[config.mk]
export PLATFORM = sky130hd
export DESIGN_NAME = dcc_top
export DESIGN_NICKNAME = d
export VERILOG_FILES = /design/src/shared/dcc_pkg.sv /design/src/rtl/dcc_top.sv
export SDC_FILE = /design/constraint.sdc
export NUM_CORES = 1
export LEC_CHECK = 0
export ABC_CLOCK_PERIOD_IN_PS = 1800
export BUFFER_PORTS_ARGS = -buffer_cell sky130_fd_sc_hd__buf_2
export CORE_MARGIN = 3
export CORE_UTILIZATION = 30
export DETAILED_ROUTE_END_ITERATION = 10
export PLACE_DENSITY = 0.62
export SYNTH_ARGS = -nofsm -noshare
export SYNTH_HDL_FRONTEND = slang
export SYNTH_SLANG_ARGS = --single-unit
export TNS_END_PERCENT = 20
[constraint.sdc]
create_clock -name pclk -period 1.8 [get_ports pclk]
set_input_delay 0 -clock pclk [delete_from_list [all_inputs] [get_ports pclk]]
set_output_delay 0 -clock pclk [all_outputs]
set_load 0.05 [all_outputs]
[src/shared/dcc_pkg.sv]
// Package: register map, field layout and types for DAC/comparator control
package dcc_pkg;
  // Register byte offsets (chosen map, one aligned word each)
  localparam logic [7:0] DCC_OFS_REF_CTRL = 8'h00;
  localparam logic [7:0] DCC_OFS_REF_LVL = 8'h04;
  localparam logic [7:0] DCC_OFS_C1_A = 8'h08;
  localparam logic [7:0] DCC_OFS_C1_B = 8'h0c;
  localparam logic [7:0] DCC_OFS_C2_A = 8'h10;
  localparam logic [7:0] DCC_OFS_C2_B = 8'h14;
  localparam logic [7:0] DCC_OFS_SUMMARY = 8'h18;
  localparam logic [7:0] DCC_OFS_IRQ_FLAGS = 8'h1c;
  // Reference converter control fields
  localparam int DCC_REF_ON_BIT = 7;
  localparam int DCC_REF_PIN_BIT = 5;
  localparam int DCC_REF_PSS_HI = 3;
  localparam int DCC_REF_PSS_LO = 2;
  localparam logic [7:0] DCC_REF_CTRL_MASK = 8'hac;
  localparam logic [7:0] DCC_REF_CTRL_RST = 8'h00;
  localparam logic [7:0] DCC_REF_LVL_RST = 8'h00;
  // Comparator control A fields
  localparam int DCC_CA_ON = 7;
  localparam int DCC_CA_RES = 6;
  localparam int DCC_CA_PIN = 5;
  localparam int DCC_CA_INV = 4;
  localparam int DCC_CA_SP = 2;
  localparam int DCC_CA_HYS = 1;
  localparam int DCC_CA_SYNC = 0;
  localparam logic [7:0] DCC_CA_WMASK = 8'hb7;
  localparam logic [7:0] DCC_CA_RST = 8'h04;
  // Comparator control B fields
  localparam int DCC_CB_RISE = 7;
  localparam int DCC_CB_FALL = 6;
  localparam int DCC_CB_PCH_HI = 5;
  localparam int DCC_CB_PCH_LO = 4;
  localparam logic [7:0] DCC_CB_WMASK = 8'hf7;
  localparam logic [7:0] DCC_CB_RST = 8'h00;
  localparam int DCC_NUM_CMP = 2;
  // Positive source encodings
  localparam logic [1:0] DCC_PSS_SUPPLY = 2'h0;
  localparam logic [1:0] DCC_PSS_EXTREF = 2'h1;
  localparam logic [1:0] DCC_PSS_FVR2 = 2'h2;
  // Comparator positive input encodings
  localparam logic [1:0] DCC_PCH_PIN = 2'h0;
  localparam logic [1:0] DCC_PCH_DAC = 2'h1;
  localparam logic [1:0] DCC_PCH_FVR2 = 2'h2;
  localparam logic [1:0] DCC_PCH_AGND = 2'h3;

  typedef struct packed {
    logic on;
    logic pin_drive;
    logic [1:0] pos_source_sel;
    logic [7:0] level_code;
  } dcc_ref_cfg_t;

  typedef struct packed {
    logic on;
    logic speed_power;
    logic hysteresis_on;
    logic [1:0] pos_input_sel;
    logic [2:0] neg_input_sel;
  } dcc_cmp_cfg_t;
endpackage

[src/rtl/dcc_top.sv]
// DAC and comparator control logic with APB register slave
`timescale 1ns/1ps
// Overview of operation
// RQ1: Eight-bit level code picks one of 256 ladder taps.
// RQ2: Positive source field bits 3-2: supply, external ref, buffer 2; 11 reserved.
// RQ3: Control bit 7 enables the reference converter.
// RQ4: Control bit 5 routes converter voltage to the output pin.
// RQ5: Pin in analog use: digital driver, detector off, reads zero.
// RQ6: Reset disables converter, frees pin, clears level code.
// RQ7: Sleep wake leaves converter control unchanged; software disables before sleep.
// RQ8: Control bits 6, 4, 1-0 ignore writes, read zero.
// RQ9: Comparator runs only while its on bit is set.
// RQ10: Result shows in control A and in shared summary register.
// RQ11: Pin driven only with pin drive set, direction clear, comparator on.
// RQ12: Pin drive overrides port latch regardless of on bit. Here the pin is driven only while the on bit is set.
// RQ13: Internal result latched each instruction cycle; pin path unlatched. Here the pin uses the timer copy while the sync bit is set.
// RQ14: Invert bit zero passes raw result; one inverts it.
// RQ15: Speed bit resets to one; zero selects low power.
// RQ16: Hysteresis bit enables input hysteresis.
// RQ17: Each result offered as timer gate source.
// RQ18: Sync bit captures result on falling timer clock edge.
// RQ19: With prescaler, capture uses the prescaled clock.
// RQ20: Software should enable sync when gating the timer.
// RQ21: Raw output high when non-inverting input above inverting.
// RQ22: Each comparator has its own pair of control registers.
// RQ23: Flag set on rising or falling result edge per enable.
// RQ24: Positive input select: pin, converter, buffer 2, ground.
module dcc_top
  import dcc_pkg::*;
(
  // Clock and reset
  input wire logic pclk,
  input wire logic presetn,
  // APB slave
  input wire logic psel,
  input wire logic penable,
  input wire logic pwrite,
  input wire logic [7:0] paddr,
  input wire logic [31:0] pwdata,
  output logic [31:0] prdata,
  output logic pready,
  output logic pslverr,
  // Device events
  input wire logic sleep_wake,
  input wire logic instr_cycle,
  // Timer clock after optional prescaler, sampled in pclk domain
  input wire logic timer_clk_scaled,
  // Analog comparator raw outputs and pin state
  input wire logic [1:0] cmp_raw,
  input wire logic [1:0] cmp_pin_direction,
  input wire logic [1:0] port_latch,
  input wire logic ref_pin_in,
  // Analog control
  output dcc_ref_cfg_t ref_cfg,
  output dcc_cmp_cfg_t [1:0] cmp_cfg,
  // Pin control
  output logic ref_pin_analog,
  output logic ref_pin_read,
  output logic [1:0] cmp_pin_out,
  output logic [1:0] cmp_pin_oe_n,
  // Timer gate sources and interrupt flags
  output logic [1:0] cmp_gate,
  output logic [1:0] cmp_irq_flag
);

  logic [7:0] ref_ctrl_ff;
  logic [7:0] ref_lvl_ff;
  logic [7:0] cmp_a_ff [DCC_NUM_CMP];
  logic [7:0] cmp_b_ff [DCC_NUM_CMP];
  logic [1:0] cmp_result_ff;
  logic [1:0] cmp_gate_ff;
  logic [1:0] cmp_prev_ff;
  logic [1:0] cmp_irq_ff;
  logic tclk_prev_ff;
  logic [31:0] prdata_ff;
  logic [1:0] cmp_live;
  logic wr_en;
  logic rd_en;
  logic [1:0] nxt_irq;
  logic [1:0] cmp_edge;
  logic tclk_fall;

  function automatic logic hit(input logic [7:0] a, input logic [7:0] ofs);
    hit = (a == ofs);
  endfunction

  // Single-cycle access: every transfer completes in its first access cycle
  assign pready = 1'b1;
  assign pslverr = 1'b0;
  assign wr_en = psel && penable && pwrite;
  assign rd_en = psel && !penable && !pwrite;
  assign prdata = prdata_ff;
  assign tclk_fall = tclk_prev_ff && !timer_clk_scaled;

  // Reference converter registers
  always_ff @(posedge pclk or negedge presetn) begin
    if (!presetn) begin
      ref_ctrl_ff <= DCC_REF_CTRL_RST; // RQ6
      ref_lvl_ff <= DCC_REF_LVL_RST; // RQ6
    end else if (wr_en) begin
      // Wake from sleep never touches the control word
      if (hit(paddr, DCC_OFS_REF_CTRL)) begin
        ref_ctrl_ff <= pwdata[7:0] & DCC_REF_CTRL_MASK; // RQ8 RQ7
      end
      if (hit(paddr, DCC_OFS_REF_LVL)) begin
        ref_lvl_ff <= pwdata[7:0]; // RQ1
      end
    end
  end

  assign ref_cfg.on = ref_ctrl_ff[DCC_REF_ON_BIT]; // RQ3
  assign ref_cfg.pin_drive = ref_ctrl_ff[DCC_REF_PIN_BIT]; // RQ4
  assign ref_cfg.pos_source_sel =
    ref_ctrl_ff[DCC_REF_PSS_HI:DCC_REF_PSS_LO]; // RQ2
  assign ref_cfg.level_code = ref_lvl_ff; // RQ1
  assign ref_pin_analog = ref_ctrl_ff[DCC_REF_PIN_BIT]; // RQ5
  assign ref_pin_read = ref_pin_analog ? 1'b0 : ref_pin_in; // RQ5

  genvar gi;
  generate
    for (gi = 0; gi < DCC_NUM_CMP; gi++) begin : g_cmp
      // Per-comparator register pair
      always_ff @(posedge pclk or negedge presetn) begin
        if (!presetn) begin
          cmp_a_ff[gi] <= DCC_CA_RST; // RQ15
          cmp_b_ff[gi] <= DCC_CB_RST;
        end else if (wr_en) begin
          if (hit(paddr, gi ? DCC_OFS_C2_A : DCC_OFS_C1_A)) begin
            cmp_a_ff[gi] <= pwdata[7:0] & DCC_CA_WMASK; // RQ22
          end
          if (hit(paddr, gi ? DCC_OFS_C2_B : DCC_OFS_C1_B)) begin
            cmp_b_ff[gi] <= pwdata[7:0] & DCC_CB_WMASK; // RQ22
          end
        end
      end

      // Off comparator gives zero before polarity, so polarity still acts
      assign cmp_live[gi] = ((cmp_a_ff[gi][DCC_CA_ON] & cmp_raw[gi]) ^
        cmp_a_ff[gi][DCC_CA_INV]); // RQ9 RQ14 RQ21

      assign cmp_cfg[gi].on = cmp_a_ff[gi][DCC_CA_ON]; // RQ9
      assign cmp_cfg[gi].speed_power = cmp_a_ff[gi][DCC_CA_SP]; // RQ15
      assign cmp_cfg[gi].hysteresis_on = cmp_a_ff[gi][DCC_CA_HYS]; // RQ16
      assign cmp_cfg[gi].pos_input_sel =
        cmp_b_ff[gi][DCC_CB_PCH_HI:DCC_CB_PCH_LO]; // RQ24
      assign cmp_cfg[gi].neg_input_sel = cmp_b_ff[gi][2:0];

      // Pin path is combinational unless sync selects the timer copy
      assign cmp_pin_out[gi] = cmp_a_ff[gi][DCC_CA_SYNC] ?
        cmp_gate_ff[gi] : cmp_live[gi]; // RQ13 RQ12
      assign cmp_pin_oe_n[gi] = !(cmp_a_ff[gi][DCC_CA_PIN] &&
        !cmp_pin_direction[gi] && cmp_a_ff[gi][DCC_CA_ON]); // RQ11
      assign cmp_gate[gi] = cmp_a_ff[gi][DCC_CA_SYNC] ?
        cmp_gate_ff[gi] : cmp_live[gi]; // RQ17

      // Enabled edge of the latched result in this cycle
      assign cmp_edge[gi] =
        (cmp_b_ff[gi][DCC_CB_RISE] & cmp_result_ff[gi] & !cmp_prev_ff[gi]) |
        (cmp_b_ff[gi][DCC_CB_FALL] & !cmp_result_ff[gi] & cmp_prev_ff[gi]);
      assign nxt_irq[gi] = cmp_irq_ff[gi] | cmp_edge[gi]; // RQ23
    end
  endgenerate

  // Port latch is unused; pin drive enables the pin output only while the on bit is also set
  logic [1:0] unused_latch;
  assign unused_latch = port_latch;

  // Internal result register, one update per instruction cycle
  always_ff @(posedge pclk or negedge presetn) begin
    if (!presetn) begin
      cmp_result_ff <= 2'h0;
      cmp_prev_ff <= 2'h0;
    end else begin
      cmp_prev_ff <= cmp_result_ff;
      if (instr_cycle) begin
        cmp_result_ff <= cmp_live; // RQ13 RQ10
      end
    end
  end

  // Timer-synchronised copy, taken on falling edge of prescaled clock
  always_ff @(posedge pclk or negedge presetn) begin
    if (!presetn) begin
      tclk_prev_ff <= 1'b0;
      cmp_gate_ff <= 2'h0;
    end else begin
      tclk_prev_ff <= timer_clk_scaled;
      if (tclk_fall) begin
        cmp_gate_ff <= cmp_live; // RQ18 RQ19
      end
    end
  end

  // Edge flags; a new edge beats a software clear in the same cycle
  always_ff @(posedge pclk or negedge presetn) begin
    if (!presetn) begin
      cmp_irq_ff <= 2'h0;
    end else if (wr_en && hit(paddr, DCC_OFS_IRQ_FLAGS)) begin
      // Clear only old flags; an edge in this cycle still sets
      cmp_irq_ff <= (cmp_irq_ff & ~pwdata[1:0]) | cmp_edge; // RQ23
    end else begin
      cmp_irq_ff <= nxt_irq; // RQ23
    end
  end
  assign cmp_irq_flag = cmp_irq_ff;

  // Read data captured at setup, stable through the access cycle
  always_ff @(posedge pclk or negedge presetn) begin
    if (!presetn) begin
      prdata_ff <= 32'h0;
    end else if (rd_en) begin
      case (paddr)
        DCC_OFS_REF_CTRL: prdata_ff <= {24'h0, ref_ctrl_ff};
        DCC_OFS_REF_LVL: prdata_ff <= {24'h0, ref_lvl_ff};
        DCC_OFS_C1_A: prdata_ff <= {24'h0, cmp_a_ff[0] |
          {1'b0, cmp_result_ff[0], 6'h0}}; // RQ10
        DCC_OFS_C1_B: prdata_ff <= {24'h0, cmp_b_ff[0]};
        DCC_OFS_C2_A: prdata_ff <= {24'h0, cmp_a_ff[1] |
          {1'b0, cmp_result_ff[1], 6'h0}}; // RQ10
        DCC_OFS_C2_B: prdata_ff <= {24'h0, cmp_b_ff[1]};
        DCC_OFS_SUMMARY: prdata_ff <= {30'h0, cmp_result_ff}; // RQ10
        DCC_OFS_IRQ_FLAGS: prdata_ff <= {30'h0, cmp_irq_ff};
        default: prdata_ff <= 32'h0;
      endcase
    end
  end

  logic unused_wake;
  assign unused_wake = sleep_wake;

  // Assertions
  ref_reset_a: assert property (@(posedge pclk)
    $rose(presetn) |-> ref_ctrl_ff == 8'h00 && ref_lvl_ff == 8'h00)
    else $error("reference not cleared by reset"); // RQ6
  ref_mask_a: assert property (@(posedge pclk) disable iff (!presetn)
    (ref_ctrl_ff & 8'h53) == 8'h00)
    else $error("unimplemented control bits set"); // RQ8
  ref_write_a: assert property (@(posedge pclk) disable iff (!presetn)
    wr_en && paddr == DCC_OFS_REF_CTRL |=> ref_cfg.on == $past(pwdata[7]))
    else $error("enable bit not written"); // RQ3
  ref_pin_a: assert property (@(posedge pclk) disable iff (!presetn)
    ref_cfg.pin_drive |-> ref_pin_read == 1'b0 && ref_pin_analog)
    else $error("analog pin read not zero"); // RQ5
  sp_reset_a: assert property (@(posedge pclk)
    $rose(presetn) |-> cmp_cfg[0].speed_power && cmp_cfg[1].speed_power)
    else $error("speed bit not one after reset"); // RQ15
  pin_oe_a: assert property (@(posedge pclk) disable iff (!presetn)
    !cmp_pin_oe_n[0] |-> cmp_cfg[0].on && !cmp_pin_direction[0])
    else $error("pin driven without conditions"); // RQ11
  result_latch_a: assert property (@(posedge pclk) disable iff (!presetn)
    instr_cycle |=> cmp_result_ff == $past(cmp_live))
    else $error("result not latched"); // RQ13
  off_output_a: assert property (@(posedge pclk) disable iff (!presetn)
    !cmp_cfg[0].on |-> cmp_live[0] == cmp_a_ff[0][DCC_CA_INV])
    else $error("disabled comparator output wrong"); // RQ9
  sync_cap_a: assert property (@(posedge pclk) disable iff (!presetn)
    tclk_fall |=> cmp_gate_ff == $past(cmp_live))
    else $error("sync copy not captured"); // RQ18
  rise_flag_a: assert property (@(posedge pclk) disable iff (!presetn)
    cmp_b_ff[0][DCC_CB_RISE] && cmp_result_ff[0] && !cmp_prev_ff[0]
    |=> cmp_irq_ff[0])
    else $error("rising edge flag missed"); // RQ23
  fall_flag_a: assert property (@(posedge pclk) disable iff (!presetn)
    cmp_b_ff[0][DCC_CB_FALL] && !cmp_result_ff[0] && cmp_prev_ff[0]
    |=> cmp_irq_ff[0])
    else $error("falling edge flag missed"); // RQ23
  set_wins_a: assert property (@(posedge pclk) disable iff (!presetn)
    cmp_edge[0] |=> cmp_irq_ff[0])
    else $error("edge lost to clear"); // RQ23
  set_wins2_a: assert property (@(posedge pclk) disable iff (!presetn)
    cmp_edge[1] |=> cmp_irq_ff[1])
    else $error("second edge lost to clear"); // RQ23
  flag_sticky_a: assert property (@(posedge pclk) disable iff (!presetn)
    cmp_irq_ff[0] && !(wr_en && paddr == DCC_OFS_IRQ_FLAGS) |=> cmp_irq_ff[0])
    else $error("flag dropped without clear"); // RQ23
  flag_quiet_a: assert property (@(posedge pclk) disable iff (!presetn)
    !cmp_irq_ff[0] && !cmp_edge[0] |=> !cmp_irq_ff[0])
    else $error("flag set without edge"); // RQ23
  ref_route_a: assert property (@(posedge pclk) disable iff (!presetn)
    wr_en && paddr == DCC_OFS_REF_CTRL |=> ref_cfg.pin_drive == $past(pwdata[5]))
    else $error("pin route bit not written"); // RQ4
  ref_pss_a: assert property (@(posedge pclk) disable iff (!presetn)
    wr_en && paddr == DCC_OFS_REF_CTRL
    |=> ref_cfg.pos_source_sel == $past(pwdata[3:2]))
    else $error("source select not written"); // RQ2
  ref_level_a: assert property (@(posedge pclk) disable iff (!presetn)
    wr_en && paddr == DCC_OFS_REF_LVL
    |=> ref_cfg.level_code == $past(pwdata[7:0]))
    else $error("level code not written"); // RQ1
  ref_hold_a: assert property (@(posedge pclk) disable iff (!presetn)
    !(wr_en && paddr == DCC_OFS_REF_CTRL) |=> $stable(ref_ctrl_ff))
    else $error("control changed without write"); // RQ7
  lvl_hold_a: assert property (@(posedge pclk) disable iff (!presetn)
    !(wr_en && paddr == DCC_OFS_REF_LVL) |=> $stable(ref_lvl_ff))
    else $error("level changed without write"); // RQ1
  ref_free_a: assert property (@(posedge pclk) disable iff (!presetn)
    !ref_cfg.pin_drive |-> ref_pin_read == ref_pin_in)
    else $error("digital pin read wrong"); // RQ5
  ref_rst_pin_a: assert property (@(posedge pclk)
    $rose(presetn) |-> !ref_pin_analog && !ref_cfg.on)
    else $error("pin or converter active after reset"); // RQ6
  ctrl_read_a: assert property (@(posedge pclk) disable iff (!presetn)
    rd_en && paddr == DCC_OFS_REF_CTRL |=> prdata[7:0] == $past(ref_ctrl_ff))
    else $error("control read wrong"); // RQ8
  c1_on_a: assert property (@(posedge pclk) disable iff (!presetn)
    wr_en && paddr == DCC_OFS_C1_A |=> cmp_cfg[0].on == $past(pwdata[7]))
    else $error("first on bit not written"); // RQ9
  c2_on_a: assert property (@(posedge pclk) disable iff (!presetn)
    wr_en && paddr == DCC_OFS_C2_A |=> cmp_cfg[1].on == $past(pwdata[7]))
    else $error("second on bit not written"); // RQ22
  c1_psel_a: assert property (@(posedge pclk) disable iff (!presetn)
    wr_en && paddr == DCC_OFS_C1_B
    |=> cmp_cfg[0].pos_input_sel == $past(pwdata[5:4]))
    else $error("first input select not written"); // RQ24
  c2_psel_a: assert property (@(posedge pclk) disable iff (!presetn)
    wr_en && paddr == DCC_OFS_C2_B
    |=> cmp_cfg[1].pos_input_sel == $past(pwdata[5:4]))
    else $error("second input select not written"); // RQ22
  sp_write_a: assert property (@(posedge pclk) disable iff (!presetn)
    wr_en && paddr == DCC_OFS_C1_A
    |=> cmp_cfg[0].speed_power == $past(pwdata[2]))
    else $error("speed bit not written"); // RQ15
  hys_write_a: assert property (@(posedge pclk) disable iff (!presetn)
    wr_en && paddr == DCC_OFS_C1_A
    |=> cmp_cfg[0].hysteresis_on == $past(pwdata[1]))
    else $error("hysteresis bit not written"); // RQ16
  c2_apart_a: assert property (@(posedge pclk) disable iff (!presetn)
    wr_en && paddr == DCC_OFS_C1_A |=> $stable(cmp_a_ff[1]))
    else $error("second comparator disturbed"); // RQ22
  pin_oe2_a: assert property (@(posedge pclk) disable iff (!presetn)
    !cmp_pin_oe_n[1] |-> cmp_cfg[1].on && !cmp_pin_direction[1])
    else $error("second pin driven without conditions"); // RQ11
  pin_on_a: assert property (@(posedge pclk) disable iff (!presetn)
    cmp_a_ff[0][DCC_CA_PIN] && !cmp_pin_direction[0] && cmp_cfg[0].on
    |-> !cmp_pin_oe_n[0])
    else $error("pin not driven"); // RQ11 RQ12
  pin_raw_a: assert property (@(posedge pclk) disable iff (!presetn)
    !cmp_a_ff[0][DCC_CA_SYNC] && cmp_cfg[0].on && !cmp_a_ff[0][DCC_CA_INV]
    |-> cmp_pin_out[0] == cmp_raw[0])
    else $error("unlatched pin output wrong"); // RQ13 RQ21
  live_inv_a: assert property (@(posedge pclk) disable iff (!presetn)
    cmp_cfg[0].on && cmp_a_ff[0][DCC_CA_INV] |-> cmp_live[0] == !cmp_raw[0])
    else $error("inverted output wrong"); // RQ14
  live_raw2_a: assert property (@(posedge pclk) disable iff (!presetn)
    cmp_cfg[1].on && !cmp_a_ff[1][DCC_CA_INV] |-> cmp_live[1] == cmp_raw[1])
    else $error("second raw output wrong"); // RQ21
  result_hold_a: assert property (@(posedge pclk) disable iff (!presetn)
    !instr_cycle |=> $stable(cmp_result_ff))
    else $error("result changed between cycles"); // RQ13
  summary_a: assert property (@(posedge pclk) disable iff (!presetn)
    rd_en && paddr == DCC_OFS_SUMMARY |=> prdata[1:0] == $past(cmp_result_ff))
    else $error("mirror bits wrong"); // RQ10
  status_a: assert property (@(posedge pclk) disable iff (!presetn)
    rd_en && paddr == DCC_OFS_C1_A |=> prdata[6] == $past(cmp_result_ff[0]))
    else $error("status bit wrong"); // RQ10
  gate_hold_a: assert property (@(posedge pclk) disable iff (!presetn)
    !tclk_fall |=> $stable(cmp_gate_ff))
    else $error("sync copy moved off falling edge"); // RQ18 RQ19
  unmapped_a: assert property (@(posedge pclk) disable iff (!presetn)
    rd_en && paddr > DCC_OFS_IRQ_FLAGS |=> prdata == 32'h0)
    else $error("unmapped read not zero"); // RQ8
endmodule

## Yosys cells after proc, flatten, opt, wreduce, memory -nomap -nowiden

Cells that the tools add are included.

| word-level totals | value |
|---|---|
| logic and storage cells | 73 |
| input port bits | 55 |
| output and inout port bits | 72 |
| register bits | 79 |

| operators by class | value |
|---|---|
| equal/unequal tests | 7 |
| reductions and logical operators | 28 |
| bitwise gates (word level) | 21 |
| mux-type cells | 5 |

Operators by type and width:

| kind | count |
|---|---|
| $pmux W8 S8 | 1 |
| $eq A8 B5 Y1 const B | 4 |
| $eq A8 B4 Y1 const B | 2 |
| $or A8 B7 Y8 | 2 |
| $reduce_and A2 Y1 | 6 |
| $logic_not A1 Y1 | 11 |
| $and A1 B1 Y1 | 10 |
| $logic_and A1 B1 Y1 | 10 |
| $eq A8 B3 Y1 const B | 1 |
| $logic_not A8 Y1 | 1 |
| $or A1 B1 Y1 | 4 |
| $mux W1 | 3 |
| $and A2 B2 Y2 | 1 |
| $mux W2 | 1 |
| $not A2 Y2 | 1 |
| $or A2 B2 Y2 | 1 |
| $xor A1 B1 Y1 | 2 |

## Depth between registers and ports, before layout

| depth | value |
|---|---|
| word-level depth | 6 |
| depth in mapped cells | 6 |
| mapped depth without buffers | 4 |

## Worst setup path after synthesis

No wires, ideal clock.

| timing path | value |
|---|---|
| path type | register to output |
| from | reg cmp_a_ff, in the netlist cmp_cfg[15] |
| to | out cmp_pin_out[1] |
| buffers on the path | 1 |
| cell stages (with the launch flop) | 5 |
| path slack | 0.039 ns |
| data required time | 1.800 ns |
| data arrival time | 1.761 ns |
| cell sequence | dfrtp_1 -> nand2_1 -> xor2_1 -> mux2i_1 -> buf_4 |

| on the way | value |
|---|---|
| cells in the longest elaborated chain, start to end | 3 |

RTL lines:

| element | line | source |
|---|---|---|
| start: declaration | dcc_top.sv:68 | `logic [7:0] cmp_a_ff [DCC_NUM_CMP];` |
| start signal: indexed assignment | dcc_top.sv:129 | `cmp_a_ff[gi] <= pwdata[7:0] & DCC_CA_WMASK;` |
| $and A1 B1 Y1 | dcc_top.sv:138 | `assign cmp_live[gi] = ((cmp_a_ff[gi][DCC_CA_ON] & cmp_raw[gi]) ^` |
| $xor A1 B1 Y1 | dcc_top.sv:138 |  |
| $mux W1 | -- |  |
| end: declaration | dcc_top.sv:59 | `output logic [1:0] cmp_pin_out,` |

No other way between the ends.

## Worst setup path after layout

| timing path | value |
|---|---|
| from | reg cmp_a_ff, in the netlist cmp_cfg[15] |
| to | out cmp_pin_out[1] |

| on the way | value |
|---|---|
| cells in the longest elaborated chain, start to end | 3 |

RTL lines:

| element | line | source |
|---|---|---|
| $and A1 B1 Y1 | dcc_top.sv:138 |  |
| $xor A1 B1 Y1 | dcc_top.sv:138 |  |
| $mux W1 | dcc_top.sv:149 | `assign cmp_pin_out[gi] = cmp_a_ff[gi][DCC_CA_SYNC] ?` |

No other way between the ends.

==> results.md <==
* Run status: finished, final reports clean
* RR Startpoint: cmp_irq_flag[1]
* FF-to-FF setup slack at 540 ps
* DRT Pass-1 Iters at 4
* Final Net Count at 399
* Total routed wirelength at 7743 µm
* CTS tree: yes
* Number of synthesis warnings at 0
* Count of cell types in the netlist at 46
* Gr ovfl total at 0
* Synth Flop Type: dfrtp_1
* Cells along the critical path: nand2_1 > xor2_1 > mux2i_1 > buf_2
* WP data arrival at 1550 ps
* Gr usage total at 0.1386
* Reg clk slew, reported paths at 100 ps
* Root Driver: clkbuf_8
* Multi-input logic area at 1319 µm²
* Post-synth EDFFs at 0
* Synthesized area at 2985 µm²
* Mean Syn Cell Area at 11.31 µm²
* Fin util at 0.3815
* Slowest stage cell, crit path: dfrtp_1
* ANT cells at 0
* Reg area at 1379 µm²
* Req. time, crit path at 1800 ps
* Routed Antenna Nets at 0
* CTS max path bufs at 2
* Total power at 2.595 mW
* CTS Sinks at 55
* First-pass GRT wire length at 12,340 µm
* Worst hold path startpoint: pwdata[0]
* Initial antenna violation count at 0
* Final setup viols at 0
* Via density at between 4 and 5
* Cells after synthesis at 264
* Port bufs at 73
* Die area at roughly 11,000 µm²
* Syn-to-layout area delta at 20.87%
* Ys async rst share at 1.000
* Total CTS buffers at 5
* DR WL/cell at approximately 16 µm
* Minimum clock period at 1550 ps
* DR DRC count at 0
* Share of cells above drive strength 1 at 0.4493
* Worst hold path class: in2reg
* Critical path class: reg2out
* Crit. End Element: primary output
* P per Cell Area at 719.2 nW/µm²
* RSZ-0062 raised after global routing: false
* VDD IR-drop max at 0.3247 mV
* Vias in the first global route at 2,279
* CTS H-tree lvls at 2
* Critical path startpoint category: flop
* Max Cap Violations at 0
* Total vias in the final route at 2,220
* Worst Skew at 23.94 ps
* Post-synthesis sequential area ratio at 0.4619
* Maximum clock frequency at 0.6452 GHz
* R2R depth at 4
* Io pins at 127
* Critical Path Max Stage Delay at 500 ps
* Cell row count at 35
* R2r endpoint: prdata[1]
* Crit share post-route at 0.8611
* Largest fanout on the critical path at 5
* Synth Register Bits at 55
* Post-route setup TNS at 0 ps
* Dpl hpwl at between 5000 and 6000 µm
* RePlAce Congestion at approximately 0.8
* Cell leakage power at roughly 1.9 nW
* WHS Endpoint: cmp_cfg[8]
* Cts repair resizes at 0
* Initial core utilization at 0.3156
* Number of post-CTS setup repair buffers at 0
* Worst hold stages at 2
* Pin count of the biggest net entering global routing at 56
* Fill count at roughly 970
* Die Wd at 105.8 µm
* DRT iter0 DRCs at 94
* Die Span Y at 105.8 µm
* Final slew viol count at 0
* Core area at 9459 µm²
* Fin. Hold Viols at 0
* Clk_lat worst skew at 320 ps
[stage by stage]
stage | instance area [µm²] | hold slack (ps) | cells | setup WS [ps]
floorplan | 3075 | -295.6 | 288 | 39.12
global placement | 3403 | 20.79 | 457 | 203.3
detailed placement | 3403 | 24.30 | 457 | 205.3
CTS | 3608 | 6.374 | 474 | 231.4
global route | 3608 | 20.07 | 474 | 108.1
finish | 3608 | 15.32 | 474 | 250.0
[metal layers]
metal	track usage	share of wire
met5	0	0
met3	0.03246	0.066
met1	0.1890	0.45
met2	0.2231	0.47
met4	0.03238	0.015
[layout make-up]
type | count | area share
Inverter | 3 | 0.003121
Timing Repair Buffer | 101 | 0.1727
Sequential cell | 55 | 0.3821
Clock buffer | 5 | 0.01907
Clock inverter | 3 | 0.01283
Tap cell | 129 | 0.04473
Multi-Input combinational cell | 178 | 0.3655
[power breakdown]
part	total, mW	switching, mW	internal (mW)
Sequential	1.30	0.0279	1.27
Combinational	0.450	0.339	0.111
Clock	0.849	0.429	0.420
Total	2.60	0.796	1.80
[Yosys cell counts, types with 2 or more instances]
cell type | n | area, µm²
nand2_1 | 17 | 63.81
clkbuf_1 | 3 | 11.26
buf_2 | 2 | 10.01
and3b_1 | 2 | 17.52
a22o_1 | 2 | 17.52
dfrtp_1 | 53 | 1326
nand4_1 | 8 | 50.05
nor2_1 | 6 | 22.52
dfstp_2 | 2 | 52.55
nor2_2 | 2 | 12.51
conb_1 | 2 | 7.510
xor2_1 | 2 | 17.52
inv_1 | 3 | 11.26
nand3_1 | 6 | 30.03
o21ai_0 | 8 | 40.04
a31oi_1 | 3 | 18.77
and3_1 | 2 | 12.51
nand3b_1 | 4 | 30.03
mux2_2 | 42 | 473.0
nor3_2 | 4 | 40.04
nor2b_1 | 4 | 25.02
buf_4 | 45 | 337.8
buf_1 | 2 | 7.510
mux4_2 | 2 | 45.04
nor4_1 | 2 | 12.51
nor3b_1 | 2 | 15.01
mux2i_1 | 7 | 70.07
a21o_1 | 4 | 30.03
a21oi_1 | 6 | 30.03
[what timing repair did]
item                       in CTS  in global routing
setup endpoints to repair       0                  0
hold endpoints to repair       81                  0
hold buffers                    9                  0
[state kept, by name, indices dropped and copies added (netlist names)]
name and cells:
ref_ctrl_ff 4, cmp_b_ff 4, cmp_result_ff 2, ref_lvl_ff 8
cmp_gate_ff 2, cmp_cfg 16, cmp_irq_flag 2, cmp_a_ff 6
tclk_prev_ff 1, cmp_prev_ff 2, prdata 8
[how the worst max path moves through the flow]
stage	start	to	cells past startpoint
after global placement	paddr[5]	cmp_cfg[0]	5
after detailed placement	paddr[5]	cmp_cfg[0]	5
after global routing	cmp_cfg[15]	cmp_pin_out[1]	4
after floorplan	cmp_cfg[15]	cmp_pin_out[1]	4
after CTS	cmp_cfg[15]	cmp_pin_out[1]	4
final	cmp_cfg[15]	cmp_pin_out[1]	4
[cell usage in the layout (no fill, tap or decap), types with 3 or more instances in the layout]
master and instances:
nor2b_1 4, dfrtp_1 53, a31oi_1 3, buf_2 73, inv_1 3, o21ai_0 8
a21oi_1 6, nor2_1 6, mux2_2 42, buf_4 17, a21o_1 4, mux2i_1 7
nand4_1 8, conb_1 26, clkbuf_8 5, nand3b_1 4, nand3_1 6, nor3_2 4
nand2_1 17, dlygate4sd3_1 9
[logic make-up (layout without fill, tap and decap cells)]
family | after synthesis | in the layout | share of synthesized area
other cells | 2 | 26 | 0.002516
compound gates | 31 | 31 | 0.06749
xor+xnor | 2 | 2 | 0.005869
flops | 55 | 55 | 0.4619
mux | 51 | 51 | 0.1970
buf+inv | 55 | 112 | 0.1266
simple gates | 68 | 68 | 0.1387
[critical path: cells and delay by family, from the launching register on]
kind / cells / cell delay, ps
xor gates and xnor gates: 1 / 180
muxes: 1 / 180
buffers and inverters: 1 / 300
DFF: 1 / 500
and+or+nand+nor: 1 / 100
Note: power is estimated with default switching activity, not from simulation.
